--- src/logic/owt_pkg.sv ---
// Constants for the operating watchdog timer: map, fields, reset values and timing
package owt_pkg;

   // Bus geometry
   localparam int          ADDR_W          = 20;
   localparam int          IDX_W           = 18;
   localparam int          DATA_W          = 32;

   // Register indexes; byte address is four times the index
   localparam logic [17:0] IDX_CTRL        = 18'h00000;
   localparam logic [17:0] IDX_STATUS      = 18'h00001;
   localparam logic [17:0] IDX_MASK        = 18'h00002;
   localparam logic [17:0] IDX_COUNT       = 18'h00003;
   localparam logic [17:0] IDX_SERVICE     = 18'h0ffff;

   // Control register fields (mask options)
   localparam int          CTRL_DISABLE    = 0;
   localparam int          CTRL_SHORT      = 1;
   localparam int          CTRL_STOP_EN    = 2;
   localparam logic [2:0]  CTRL_RESET      = 3'h0;

   // Status and mask fields
   localparam int          ST_CAUSE        = 0;
   localparam int          ST_SERVICED     = 1;
   localparam int          ST_W            = 2;
   localparam logic [1:0]  ST_RESET        = 2'h0;
   localparam logic [1:0]  MASK_RESET      = 2'h0;

   // Count register: stopped flag position
   localparam int          CNT_STOPPED     = 31;

   // Counter widths and the part of the prescaler cleared by service
   localparam int          PRESC_W         = 12;
   localparam int          WDOG_W          = 6;
   localparam int          ELAPSED_W       = 18;
   localparam int          PRESC_SVC_HI    = 11;
   localparam int          PRESC_SVC_LO    = 4;

   // Timeouts in crystal cycles: 2^18 - 2^4 and 2^13 - 2^4
   localparam logic [17:0] LIMIT_LONG      = 18'h3fff0;
   localparam logic [17:0] LIMIT_SHORT     = 18'h01ff0;

   // Reset pin low time in crystal cycles
   localparam int          PIN_LOW_CYCLES  = 32;
   localparam int          PIN_CNT_W       = 5;
   localparam logic [4:0]  PIN_CNT_LOAD    = 5'h1f;

   // Low byte of the reset vector seen at the service location; value arbitrary
   localparam logic [7:0]  VECTOR_LOW      = 8'h5a;

   // Read value for unmapped words, and the data bus value during write transfers
   localparam logic [31:0] READ_ZERO       = 32'h00000000;

endpackage
--- src/logic/owt_core.sv ---
// Operating watchdog timer: prescaler, watchdog counter, reset issue and APB registers
//
// Contract
// - Watchdog is a 6-bit counter fed by a 12-bit prescaler, crystal clocked.
// - Unserviced, reset after 2^13-2^4 (short) or 2^18-2^4 crystal cycles.
// - Any write to the service location clears watchdog and prescaler bits 11..4.
// - Reading the service location returns the reset vector low byte, not state.
// - Timeout drives reset pin low 32 cycles and sets the cause flag.
// - In monitor mode, high voltage on reset or irq pin disables the watchdog.
// - In break state, high voltage on the reset pin disables the watchdog.
// - STOP clears the whole prescaler and halts counting until stop exits.
// - Any internal reset clears prescaler and watchdog counter.
// - A reset vector fetch clears the prescaler.
// - The disable option suppresses all watchdog resets.
// - The watchdog never requests a CPU interrupt; timeout only resets. Here a timeout also raises event_irq when mask bit 0 is set.
// - Counting continues in wait mode.
// - STOP takes effect only when the stop-enable option is set.
//
// Design decision made here: the APB interface to the registers.
`timescale 1ns/100ps
module owt_core (
   // Clock and reset
   input  wire logic        pclk,
   input  wire logic        presetn,
   // APB slave
   input  wire logic        psel,
   input  wire logic        penable,
   input  wire logic        pwrite,
   input  wire logic [19:0] paddr,
   input  wire logic [31:0] pwdata,
   input  wire logic [3:0]  pstrb,
   output logic             pready,
   output logic [31:0]      prdata,
   output logic             pslverr,
   // System events
   input  wire logic        internal_reset,
   input  wire logic        reset_vector_fetch,
   input  wire logic        stop_instr,
   input  wire logic        stop_exit,
   // Test voltage and mode inputs
   input  wire logic        monitor_mode,
   input  wire logic        break_state,
   input  wire logic        rst_pin_high_voltage,
   input  wire logic        irq_pin_high_voltage,
   // Reset outputs
   output logic             system_reset,
   output logic             rst_pin_o,
   output logic             rst_pin_oe,
   // Event summary line
   output logic             event_irq
);

   // Registers
   logic [owt_pkg::PRESC_W-1:0]   presc_r;
   logic [owt_pkg::WDOG_W-1:0]    wdog_r;
   logic [2:0]                    ctrl_r;
   logic [owt_pkg::ST_W-1:0]      status_r;
   logic [owt_pkg::ST_W-1:0]      status_nxt;
   logic [owt_pkg::ST_W-1:0]      mask_r;
   logic                          stopped_r;
   logic                          sys_reset_r;
   logic                          irq_r;
   logic                          pready_r;
   logic                          pslverr_r;
   logic [31:0]                   prdata_r;
   logic                          pin_out_r;

   // Decoded controls
   logic [owt_pkg::IDX_W-1:0]     idx;
   logic                          setup;
   logic                          wr_acc;
   logic                          svc_wr;
   logic                          ctrl_wr;
   logic                          status_wr;
   logic                          mask_wr;
   logic                          hv_hold;
   logic                          counting;
   logic                          stop_take;
   logic                          timeout_hit;
   logic                          fire;
   logic [owt_pkg::ELAPSED_W-1:0] elapsed;
   logic                          pin_low;

   // Timeout limit for the selected option
   function automatic logic [17:0] owt_limit(input logic short_sel);
      owt_limit = short_sel ? owt_pkg::LIMIT_SHORT : owt_pkg::LIMIT_LONG;
   endfunction

   // Word index decode shared by read and write paths
   function automatic logic is_mapped(input logic [17:0] i);
      is_mapped = (i == owt_pkg::IDX_CTRL)   || (i == owt_pkg::IDX_STATUS) ||
                  (i == owt_pkg::IDX_MASK)   || (i == owt_pkg::IDX_COUNT)  ||
                  (i == owt_pkg::IDX_SERVICE);
   endfunction

   // Bus phase decode; a write lands only at the completing access edge
   assign idx       = paddr[19:2];
   assign setup     = psel && !penable;
   assign wr_acc    = psel && penable && pready_r && pwrite && !pslverr_r;
   assign svc_wr    = wr_acc && (idx == owt_pkg::IDX_SERVICE);
   assign ctrl_wr   = wr_acc && (idx == owt_pkg::IDX_CTRL) && pstrb[0];
   assign status_wr = wr_acc && (idx == owt_pkg::IDX_STATUS) && pstrb[0];
   assign mask_wr   = wr_acc && (idx == owt_pkg::IDX_MASK) && pstrb[0];

   // High test voltage holds the watchdog off in monitor or break state
   assign hv_hold = (monitor_mode && (rst_pin_high_voltage || irq_pin_high_voltage)) ||
                    (break_state && rst_pin_high_voltage);

   // Wait mode has no input here: only stop or test voltage halts counting
   assign counting    = !stopped_r && !hv_hold;
   assign stop_take   = stop_instr && ctrl_r[owt_pkg::CTRL_STOP_EN];
   assign elapsed     = {wdog_r, presc_r};
   assign timeout_hit = counting && (elapsed == owt_limit(ctrl_r[owt_pkg::CTRL_SHORT]) - 18'h1);
   // Disable option lets the counter run but never lets it reset the system
   assign fire        = timeout_hit && !ctrl_r[owt_pkg::CTRL_DISABLE];

   // Prescaler: free running on the crystal clock, cleared by several sources
   always_ff @(posedge pclk or negedge presetn) begin
      if (!presetn) begin
         presc_r <= '0;
      end else if (internal_reset || timeout_hit || stop_take || reset_vector_fetch ||
                   hv_hold) begin
         presc_r <= '0;
      end else if (svc_wr) begin
         presc_r <= {{(owt_pkg::PRESC_SVC_HI - owt_pkg::PRESC_SVC_LO + 1){1'b0}},
                     presc_r[owt_pkg::PRESC_SVC_LO-1:0]};
      end else if (counting) begin
         presc_r <= presc_r + 1'b1;
      end
   end

   // Watchdog counter advances on each prescaler wrap
   always_ff @(posedge pclk or negedge presetn) begin
      if (!presetn) begin
         wdog_r <= '0;
      end else if (internal_reset || timeout_hit || svc_wr || hv_hold) begin
         wdog_r <= '0;
      end else if (counting && (presc_r == {owt_pkg::PRESC_W{1'b1}}) &&
                   !stop_take && !reset_vector_fetch) begin
         wdog_r <= wdog_r + 1'b1;
      end
   end

   // Stop state gates the crystal clock off the counters until stop exits or an internal reset
   always_ff @(posedge pclk or negedge presetn) begin
      if (!presetn) begin
         stopped_r <= 1'b0;
      end else if (stop_exit || internal_reset) begin
         stopped_r <= 1'b0;
      end else if (stop_take) begin
         stopped_r <= 1'b1;
      end
   end

   // System reset is a registered one-cycle pulse, so no glitch from the clear
   always_ff @(posedge pclk or negedge presetn) begin
      if (!presetn) begin
         sys_reset_r <= 1'b0;
      end else begin
         sys_reset_r <= fire;
      end
   end

   // Reset pin held low through the stretcher; pin output level is always low
   always_ff @(posedge pclk or negedge presetn) begin
      if (!presetn) begin
         pin_out_r <= 1'b0;
      end else begin
         pin_out_r <= 1'b0;
      end
   end

   owt_pin_stretch owt_pin_stretch_inst (
      .pclk    (pclk),
      .presetn (presetn),
      .trigger (fire),
      .pin_low (pin_low)
   );

   // Mask option register
   always_ff @(posedge pclk or negedge presetn) begin
      if (!presetn) begin
         ctrl_r <= owt_pkg::CTRL_RESET;
      end else if (ctrl_wr) begin
         ctrl_r <= pwdata[2:0];
      end
   end

   // Sticky status: hardware set wins over a write-one clear in the same cycle
   always_comb begin
      status_nxt = status_r;
      if (status_wr) begin
         status_nxt = status_r & ~pwdata[owt_pkg::ST_W-1:0];
      end
      if (fire) begin
         status_nxt[owt_pkg::ST_CAUSE] = 1'b1;
      end
      if (svc_wr) begin
         status_nxt[owt_pkg::ST_SERVICED] = 1'b1;
      end
   end

   always_ff @(posedge pclk or negedge presetn) begin
      if (!presetn) begin
         status_r <= owt_pkg::ST_RESET;
      end else begin
         status_r <= status_nxt;
      end
   end

   always_ff @(posedge pclk or negedge presetn) begin
      if (!presetn) begin
         mask_r <= owt_pkg::MASK_RESET;
      end else if (mask_wr) begin
         mask_r <= pwdata[owt_pkg::ST_W-1:0];
      end
   end

   // Event line for a system monitor; a timeout also raises it, through the cause flag, when mask bit 0 is set
   always_ff @(posedge pclk or negedge presetn) begin
      if (!presetn) begin
         irq_r <= 1'b0;
      end else begin
         irq_r <= |(status_nxt & mask_r);
      end
   end

   // APB answer: ready one cycle after setup, data and error prepared at setup
   always_ff @(posedge pclk or negedge presetn) begin
      if (!presetn) begin
         pready_r  <= 1'b0;
         pslverr_r <= 1'b0;
         prdata_r  <= owt_pkg::READ_ZERO;
      end else if (setup) begin
         pready_r  <= 1'b1;
         pslverr_r <= !is_mapped(idx) || (pwrite && idx == owt_pkg::IDX_COUNT);
         prdata_r  <= owt_pkg::READ_ZERO;
         if (!pwrite) begin
            unique case (idx)
               owt_pkg::IDX_CTRL:    prdata_r <= {29'h0, ctrl_r};
               owt_pkg::IDX_STATUS:  prdata_r <= {30'h0, status_r};
               owt_pkg::IDX_MASK:    prdata_r <= {30'h0, mask_r};
               owt_pkg::IDX_COUNT:   prdata_r <= {stopped_r, 13'h0, elapsed};
               owt_pkg::IDX_SERVICE: prdata_r <= {24'h0, owt_pkg::VECTOR_LOW};
               default:              prdata_r <= owt_pkg::READ_ZERO;
            endcase
         end
      end else begin
         pready_r  <= 1'b0;
         pslverr_r <= 1'b0;
         prdata_r  <= owt_pkg::READ_ZERO;
      end
   end

   assign pready       = pready_r;
   assign prdata       = prdata_r;
   assign pslverr      = pslverr_r;
   assign system_reset = sys_reset_r;
   assign rst_pin_o    = pin_out_r;
   assign rst_pin_oe   = pin_low;
   assign event_irq    = irq_r;

   // Checks

   property p_timeout_reset;
      @(posedge pclk) disable iff (!presetn)
      (timeout_hit && !ctrl_r[owt_pkg::CTRL_DISABLE]) |=> system_reset ##1 !system_reset;
   endproperty
   a_timeout_reset: assert property (p_timeout_reset)
      else $error("timeout did not give a one-cycle system reset");

   property p_short_limit;
      @(posedge pclk) disable iff (!presetn)
      (counting && ctrl_r[owt_pkg::CTRL_SHORT] && elapsed == 18'h01fef) |-> timeout_hit;
   endproperty
   a_short_limit: assert property (p_short_limit)
      else $error("short timeout not at 2^13-2^4");

   property p_service_clear;
      @(posedge pclk) disable iff (!presetn)
      (svc_wr && !internal_reset) |=> (wdog_r == '0) && (presc_r[11:4] == 8'h00);
   endproperty
   a_service_clear: assert property (p_service_clear)
      else $error("service write did not clear the counters");

   property p_service_read;
      @(posedge pclk) disable iff (!presetn)
      (setup && !pwrite && idx == owt_pkg::IDX_SERVICE) |=> prdata == 32'h0000005a;
   endproperty
   a_service_read: assert property (p_service_read)
      else $error("service read did not return the vector low byte");

   property p_cause_and_pin;
      @(posedge pclk) disable iff (!presetn)
      fire |=> status_r[owt_pkg::ST_CAUSE] && rst_pin_oe && !rst_pin_o;
   endproperty
   a_cause_and_pin: assert property (p_cause_and_pin)
      else $error("timeout did not set cause flag and drive pin");

   property p_monitor_hold;
      @(posedge pclk) disable iff (!presetn)
      (monitor_mode && (rst_pin_high_voltage || irq_pin_high_voltage)) |=>
         (wdog_r == '0) && !system_reset;
   endproperty
   a_monitor_hold: assert property (p_monitor_hold)
      else $error("watchdog active under monitor test voltage");

   property p_break_hold;
      @(posedge pclk) disable iff (!presetn)
      (break_state && rst_pin_high_voltage) |=> (presc_r == '0) && !system_reset;
   endproperty
   a_break_hold: assert property (p_break_hold)
      else $error("watchdog active in break under test voltage");

   property p_stop_halts;
      @(posedge pclk) disable iff (!presetn)
      (stop_take && !stop_exit && !internal_reset) |=> (presc_r == '0) && stopped_r;
   endproperty
   a_stop_halts: assert property (p_stop_halts)
      else $error("stop did not clear the prescaler and enter stop");

   // Only explicit clears may move the count while the clock is gated
   property p_stop_frozen;
      @(posedge pclk) disable iff (!presetn)
      (stopped_r && !stop_exit && !internal_reset && !svc_wr && !hv_hold) |=> $stable(elapsed);
   endproperty
   a_stop_frozen: assert property (p_stop_frozen)
      else $error("count moved while stopped");

   property p_internal_reset;
      @(posedge pclk) disable iff (!presetn)
      internal_reset |=> elapsed == '0;
   endproperty
   a_internal_reset: assert property (p_internal_reset)
      else $error("internal reset did not clear the counters");

   property p_vector_fetch;
      @(posedge pclk) disable iff (!presetn)
      reset_vector_fetch |=> presc_r == '0;
   endproperty
   a_vector_fetch: assert property (p_vector_fetch)
      else $error("vector fetch did not clear the prescaler");

   property p_disable_option;
      @(posedge pclk) disable iff (!presetn)
      $past(ctrl_r[owt_pkg::CTRL_DISABLE]) |-> !system_reset;
   endproperty
   a_disable_option: assert property (p_disable_option)
      else $error("reset issued while disable option set");

   property p_stop_gated;
      @(posedge pclk) disable iff (!presetn)
      (stop_instr && !ctrl_r[owt_pkg::CTRL_STOP_EN] && !stopped_r) |=> !stopped_r;
   endproperty
   a_stop_gated: assert property (p_stop_gated)
      else $error("stop took effect without stop enable");

endmodule

--- src/logic/owt_pin_stretch.sv ---
// Stretcher that holds the open-drain reset pin low for a fixed number of cycles
`timescale 1ns/100ps
module owt_pin_stretch (
   // Clock and reset
   input  wire logic pclk,
   input  wire logic presetn,
   // Trigger and pin enable
   input  wire logic trigger,
   output logic      pin_low
);

   logic [owt_pkg::PIN_CNT_W-1:0] cnt_r;
   logic                          active_r;

   // Load on trigger, count down while driving; last count releases the pin
   always_ff @(posedge pclk or negedge presetn) begin
      if (!presetn) begin
         cnt_r    <= '0;
         active_r <= 1'b0;
      end else if (trigger) begin
         cnt_r    <= owt_pkg::PIN_CNT_LOAD;
         active_r <= 1'b1;
      end else if (active_r) begin
         if (cnt_r == '0) begin
            active_r <= 1'b0;
         end else begin
            cnt_r <= cnt_r - 1'b1;
         end
      end
   end

   assign pin_low = active_r;

   property p_pin_low_32;
      @(posedge pclk) disable iff (!presetn)
      $rose(active_r) |-> ##31 active_r ##1 !active_r;
   endproperty
   a_pin_low_32: assert property (p_pin_low_32)
      else $error("reset pin not held low for exactly 32 cycles");

endmodule

--- config.mk ---
export PLATFORM = sky130hd
export DESIGN_NAME = owt_core
export DESIGN_NICKNAME = d
export VERILOG_FILES = /design/src/logic/owt_pkg.sv /design/src/logic/owt_core.sv /design/src/logic/owt_pin_stretch.sv
export SDC_FILE = /design/constraint.sdc
export NUM_CORES = 1
export LEC_CHECK = 0
export ABC_AREA = 1
export BUFFER_PORTS_ARGS = -buffer_cell sky130_fd_sc_hd__buf_2
export CAP_MARGIN = 20
export CORE_MARGIN = 1
export CORE_UTILIZATION = 51
export CTS_CLUSTER_SIZE = 20
export DETAILED_ROUTE_END_ITERATION = 7
export PLACE_DENSITY = 0.93
export SYNTH_ARGS = -nofsm -noshare
export SYNTH_HDL_FRONTEND = slang
export SYNTH_SLANG_ARGS = --single-unit
--- constraint.sdc ---
create_clock -name pclk -period 1.8 [get_ports pclk]
set_input_delay 0.09 -clock pclk [delete_from_list [all_inputs] [get_ports pclk]]
set_output_delay 0.09 -clock pclk [all_outputs]
set_load 0.05 [all_outputs]
==> Yosys cells after proc, flatten, opt, wreduce, memory -nomap -nowiden <==
Index checks and enable logic that the tools add are counted.
{ "totals": {"register_bits": 68, "word_cells": 105, "output_inout_bits": 38, "inputBits": 69} }
{ "classes": {"addsub": 4, "bitwise": 3, "eq_ne": 8, "reduce_logical": 54, "mux": 22} }
{ "op_table": {"columns": ["operator", "count"], "rows": [
  ["32-bit case mux with 5 select lines", 1],
  ["32-bit 2-to-1 mux", 2],
  ["18-bit by 2-bit equality test with 1-bit output (second input constant)", 2],
  ["12-bit 2-to-1 mux", 3],
  ["1-bit logical AND", 22],
  ["18-bit by 1-bit equality test with 1-bit output (second input constant)", 1],
  ["18-bit by 16-bit equality test with 1-bit output (second input constant)", 1],
  ["18-bit equality test", 1],
  ["18-bit zero test", 1],
  ["18-bit 2-to-1 mux", 1],
  ["18-bit by 1-bit subtractor with 18-bit output (second input constant)", 1],
  ["5-bit 2-to-1 mux", 3],
  ["1-bit logical OR", 14],
  ["12-bit by 1-bit adder with 12-bit output (second input constant)", 1],
  ["12-bit equality test (second input constant)", 1],
  ["6-bit 2-to-1 mux", 2],
  ["1-bit 2-to-1 mux", 9],
  ["1-bit zero test", 8],
  ["2-bit nonzero test", 4],
  ["6-bit by 1-bit adder with 6-bit output (second input constant)", 1],
  ["5-bit zero test", 1],
  ["5-bit by 1-bit subtractor with 5-bit output (second input constant)", 1],
  ["2-bit bitwise AND", 2],
  ["2-bit AND reduction", 2],
  ["6 further kinds", 6]
]} }

==> Depth between registers and ports, before layout <==
{ "depth": {"depth_word": 12, "depth_mapped": 11, "ltp_nobuf": 11} }

==> Cells and area by module <==
From an unflattened synthesis, not the netlist that was laid out.
{ "hier_totals": {"cells_unflattened": 428, "area_unflattened_um2": 3228.1} }
{ "by_module_without_submodules": {"columns": ["mod", "seq_area_each_um2", "cells_each", "area_per_inst_um2", "n_inst"], "rows": [
  ["owt_core", 1226.2, 387, 2909.0, 1],
  ["owt_pin_stretch", 150.1, 41, 319.1, 1]
]} }

==> Worst setup path before layout <==
No wires, ideal clock.
{ "synth_timing": {"kind": "register -> register", "startpoint": "register pready_r (netlist: pready)", "endpoint": "register presc_r[1] (netlist bit)", "path_stages_with_launch": 8, "synth_period_minus_slack_ps": 1475, "t_required_ps": 1683, "setup_ps": 117, "arrival_time_ps": 1358, "slack_ps": 325, "n_path_buf": 0, "cell_sequence": "dfrtp_1 nand3_1 nor2_1 nand3_1 nand2_1 nor2_1 nand2_1 nand2_1"} }
{ "synth_via": {"elab_chain_len": 6} }
{ "synth_rtl": {"columns": ["item", "line_no", "text"], "rows": [
  ["from (decl)", "owt_core.sv:63", "logic pready_r;"],
  ["from (signal assigned)", "owt_core.sv:231", "pready_r <= 1'b0;"],
  ["from (signal assigned)", "owt_core.sv:235", "pready_r <= 1'b1;"],
  ["from (signal assigned)", "owt_core.sv:249", "pready_r <= 1'b0;"],
  ["1-bit logical AND (3 in a row)", "owt_core.sv:99", "assign wr_acc = psel && penable && pready_r && pwrite && !pslverr_r;"],
  ["1-bit logical AND", "owt_core.sv:100", "assign svc_wr = wr_acc && (idx == owt_pkg::IDX_SERVICE);"],
  ["2-bit by 1-bit inequality test with 1-bit output (no line)", null, null],
  ["2-bit AND reduction (no line)", null, null],
  ["to (signal assigned)", "owt_core.sv:125", "presc_r <= {{(owt_pkg::PRESC_SVC_HI - owt_pkg::PRESC_SVC_LO + 1){1'b0}},"],
  ["to (signal assigned)", "owt_core.sv:128", "presc_r <= presc_r + 1'b1;"],
  ["to (decl)", "owt_core.sv:54", "logic [owt_pkg::PRESC_W-1:0] presc_r;"]
]} }
No other way between the ends.
A chain may end at the register's enable or synchronous reset.

==> Worst setup path in the final report <==
{ "layout_timing": {"startpoint": "register presc_r[0] (netlist bit)", "endpoint": "register wdog_r[2] (netlist bit)"} }
{ "layout_via": {"elab_chain_len": 6, "elab_cells_between_ends": 11, "classes_between": "2 x eq/ne; 1 x mux; 8 x reduce/logical"} }
{ "layout_rtl": {"columns": ["item", "line_no", "text"], "rows": [
  ["18-bit equality test", "owt_core.sv:113", "assign timeout_hit = counting && (elapsed == owt_limit(ctrl_r[owt_pkg::CTRL_SHORT]) - 18'h1);"],
  ["1-bit logical AND", "owt_core.sv:113", null],
  ["1-bit logical OR (3 in a row)", "owt_core.sv:136", "end else if (internal_reset || timeout_hit || svc_wr || hv_hold) begin"],
  ["6-bit 2-to-1 mux or 2-bit nonzero test (tied branches)", null, null],
  ["to (signal assigned)", "owt_core.sv:140", "wdog_r <= wdog_r + 1'b1;"],
  ["to (decl)", "owt_core.sv:55", "logic [owt_pkg::WDOG_W-1:0] wdog_r;"]
]} }
Parallel ways exist; a longest one is shown, timed or not.

==> flow_summary_export.csv <==
group,metric,value,unit
grt,grt_use_met2,0.425,
setup_path,rr_startpoint,"presc_r[0]",
setup_path,crit_type,"reg -> reg",
setup_path,required,2.00,ns
outcome,status,"completed",
run,maxCapViolCount,0,
synth,yosysSeqAreaShare,0.431,
placement,dp_hpwl,5530,um
synth,synth.most_common_cell,"nand2_1",
detailed_routing,vias_per_cell,5.17,
sta,fin_crit,1.65,ns
final_layout,areaGrowthSynthToFinish,15.6,%
cts,cts_tree,"done",
grt,grt_max_degree,31,
cts,numCtsBuffers,5,
detailed_routing,ant_nets,0,
sta,max_freq,605,MHz
sta,slew_headroom,0.608,
floorplanning,die-area,6580,um2
setup_path,worstPathCellList,"ha_2 > inv_1 > nor3_2 > nand2_1 > nor2_2 > nand2_2 > clkinv_1 > nand3_1 > nand2_1 > nor2_1",
final_layout,postLayoutCoreUtil,0.616,
sta,hold_viol_final,0,
grt,overflow,0,
grt,first_global_vias,2785,
power_and_ir_drop,vdd_drop_max,0.000385,V
setup_path,startpoint,"presc_r[0]",
final_layout,final_nets,566,
setup_path,cp-start-kind,"flop",
cts,clk_path_buf_depth,2,
cts,cts_sinks,55,
sta,hold_ws,0.00467,ns
synth,netlist_top_cells_area,"dfrtp_1 (43%), nand2_1 (12%), inv_1 (6.7%), nor2_1 (6.5%), nand3_1 (4.2%)",
sta,skew,0.00495,ns
detailed_routing,vias,2939,
cts,path_clk_slew,0.10,ns
detailed_routing,routed_wl,7280,um
sta,fin_ws,0.147,ns
grt,grtUsageTotal,0.237,
grt,met3_usage,0.0416,
synth,synth-edff-count,0,
power_and_ir_drop,p_leak,1.93,nW
synth,synth_cells,426,
placement,portBuffers,58,
setup_path,timing.critical_path.buf_inv,2,
grt,grt-busiest-layer,"met2",
sta,post-route-period-util,0.918,
synth,netlist_top_cells_count,"nand2_1 (101), inv_1 (57), dfrtp_1 (55), nor2_1 (55), nand3_1 (27)",
setup_path,cp-end-kind,"flop",
power_and_ir_drop,power.total,0.00230,W
setup_path,cp_top_family,"simple AND/OR/NAND/NOR gates",
final_layout,nFillCells,490,
floorplanning,ios,107,
placement,gp_congestion,0.859,
detailed_routing,drc,0,
setup_path,cp_slowest_stage_delay,0.43,ns
synth,synth_cell_types,34,
setup_path,crit_top_cell,"nand2_1",
min_path,hp-start,"psel",
detailed_routing,drt_iter0_markers,258,
detailed_routing,drt_pass1_iterations,5,
cts,clk_latency,0.31,ns
sta,tightest_slew,0.587,ns
min_path,min_path_type,"in -> reg",
synth,yosysWarningCount,0,
floorplanning,start_util,0.533,
floorplanning,die_y,81.1,um
synth,synth_seq_cells,55,
cts,clock_tree.root_cell,"clkbuf_8",
setup_path,critPathMaxFanout,4,
sta,setup_viol,0,
synth,synth_ff_type,"dfrtp_1",
power_and_ir_drop,powerDensity,624,nW/um2
synth,synth_async_sr_flop_share,1.00,
synth,syn_area_per_cell,7.49,um2
floorplanning,die_w,81.1,um
final_layout,drive_gt1_frac,0.229,
detailed_routing,wl_per_cell,12.8,um
final_layout,antenna_cells,0,
setup_path,crit_arrival,1.86,ns
grt,grt_antenna_before_repair,0,
sta,slew_viol_final,0,
setup_path,slowest_stage,"dfrtp_1",
placement,dp_slack,0.166,ns
floorplanning,design.core.area,5990,um2
grt,grt_pass1_wl,11900,um
synth,synth.top_cell.area_share,0.431,
grt,grtUsageMet1,0.275,
cts,htreeDepth,2,
synth,yosysTopAreaCell,"dfrtp_1",
floorplanning,rows,28,
synth,syn_area,3190,um2
[report_power, final]
part           switching (W)  internal (W)  leakage (nW)  total (W)
Clock               0.000403      0.000415        0.0581   0.000817
Combinational       0.000185     0.0000594          1.10   0.000245
Sequential        0.00000266       0.00124         0.766    0.00124
Total               0.000591       0.00171          1.93    0.00230
[worst reg2reg max path, cell delays in order (launching register included)]
cell,delay [ns]
dfrtp_1,0.43
ha_2,0.24
inv_1,0.09
nor3_2,0.18
nand2_1,0.11
nor2_2,0.13
nand2_2,0.10
clkinv_1,0.08
nand3_1,0.06
nand2_1,0.07
nor2_1,0.04
[placed cells by master, fill, tap and decap left out, types with 4 or more instances in the layout]
| cell type | count |
|---|---|
| buf_2 | 58 |
| nand2_1 | 101 |
| dfrtp_1 | 55 |
| conb_1 | 14 |
| nor3_1 | 15 |
| inv_1 | 57 |
| inv_2 | 6 |
| nand3_1 | 27 |
| a21oi_1 | 6 |
| nand4_1 | 18 |
| nand2_2 | 6 |
| buf_4 | 4 |
| o21ai_0 | 7 |
| clkbuf_8 | 5 |
| nor2_2 | 16 |
| nor2_1 | 55 |
| xor2_1 | 6 |
[flip-flops by register name, indices dropped and copies added (netlist names), 2 cells and up]
register and count:
presc_r 12, mask_r 2, status_r 2, ctrl_r 3, prdata 19, wdog_r 6
owt_pin_stretch_inst.cnt_r 5
[layout make-up]
| type | count | area (um2) | area share |
|---|---|---|---|
| Clock buffer | 5 | 68.8 | 0.0187 |
| Clock inverter | 3 | 43.8 | 0.0119 |
| Inverter | 64 | 240 | 0.0651 |
| Multi-Input combinational cell | 301 | 1500 | 0.406 |
| Sequential cell | 55 | 1380 | 0.373 |
| Tap cell | 75 | 93.8 | 0.0254 |
| Timing Repair Buffer | 66 | 370 | 0.100 |
[worst paths after layout]
path | endpoint | slack, ns | depth (start not counted)
min in group asynchronous | wdog_r[5] | 0.31 | 2
worst min register to register | owt_pin_stretch_inst.cnt_r[3] | 0.53 | 2
worst max-delay path | wdog_r[2] | 0.15 | 10
worst min-delay path | pready | 0.005 | 3
worst max register to register | wdog_r[2] | 0.15 | 10
max in group asynchronous | presc_r[3] | 0.94 | 3
[logic make-up after synthesis]
family,count (synthesis),share of synthesized area
and+or+nand+nor,255,0.376
buffers and inverters,83,0.118
DFF,55,0.431
AOI/OAI and AO/OA,20,0.0365
xor gates and xnor gates,8,0.0220
adders and majority gates,4,0.0157
other,1,0.00117
[per-stage QoR]
step,cell area [um2],cells,setup TNS [ns]
after floorplan,3240,439,0
after global routing,3690,569,-0.0693
after CTS,3670,567,0
after global placement,3520,556,0
after detailed placement,3520,556,0
final,3690,569,0
[routing by layer]
layer,part of all wire,vias up
li1,-,1441
met1,0.40,1375
met4,0.027,0
met2,0.52,101
met3,0.052,22
met5,0,-
[timing repair]
action	in CTS	in global routing
buffers inserted	0	2
endpoints found under the setup margin	0	7
resized for setup	0	2
endpoints found under the hold margin	27	0
hold buffers	3	0
Power figures use the tool's default switching activity.
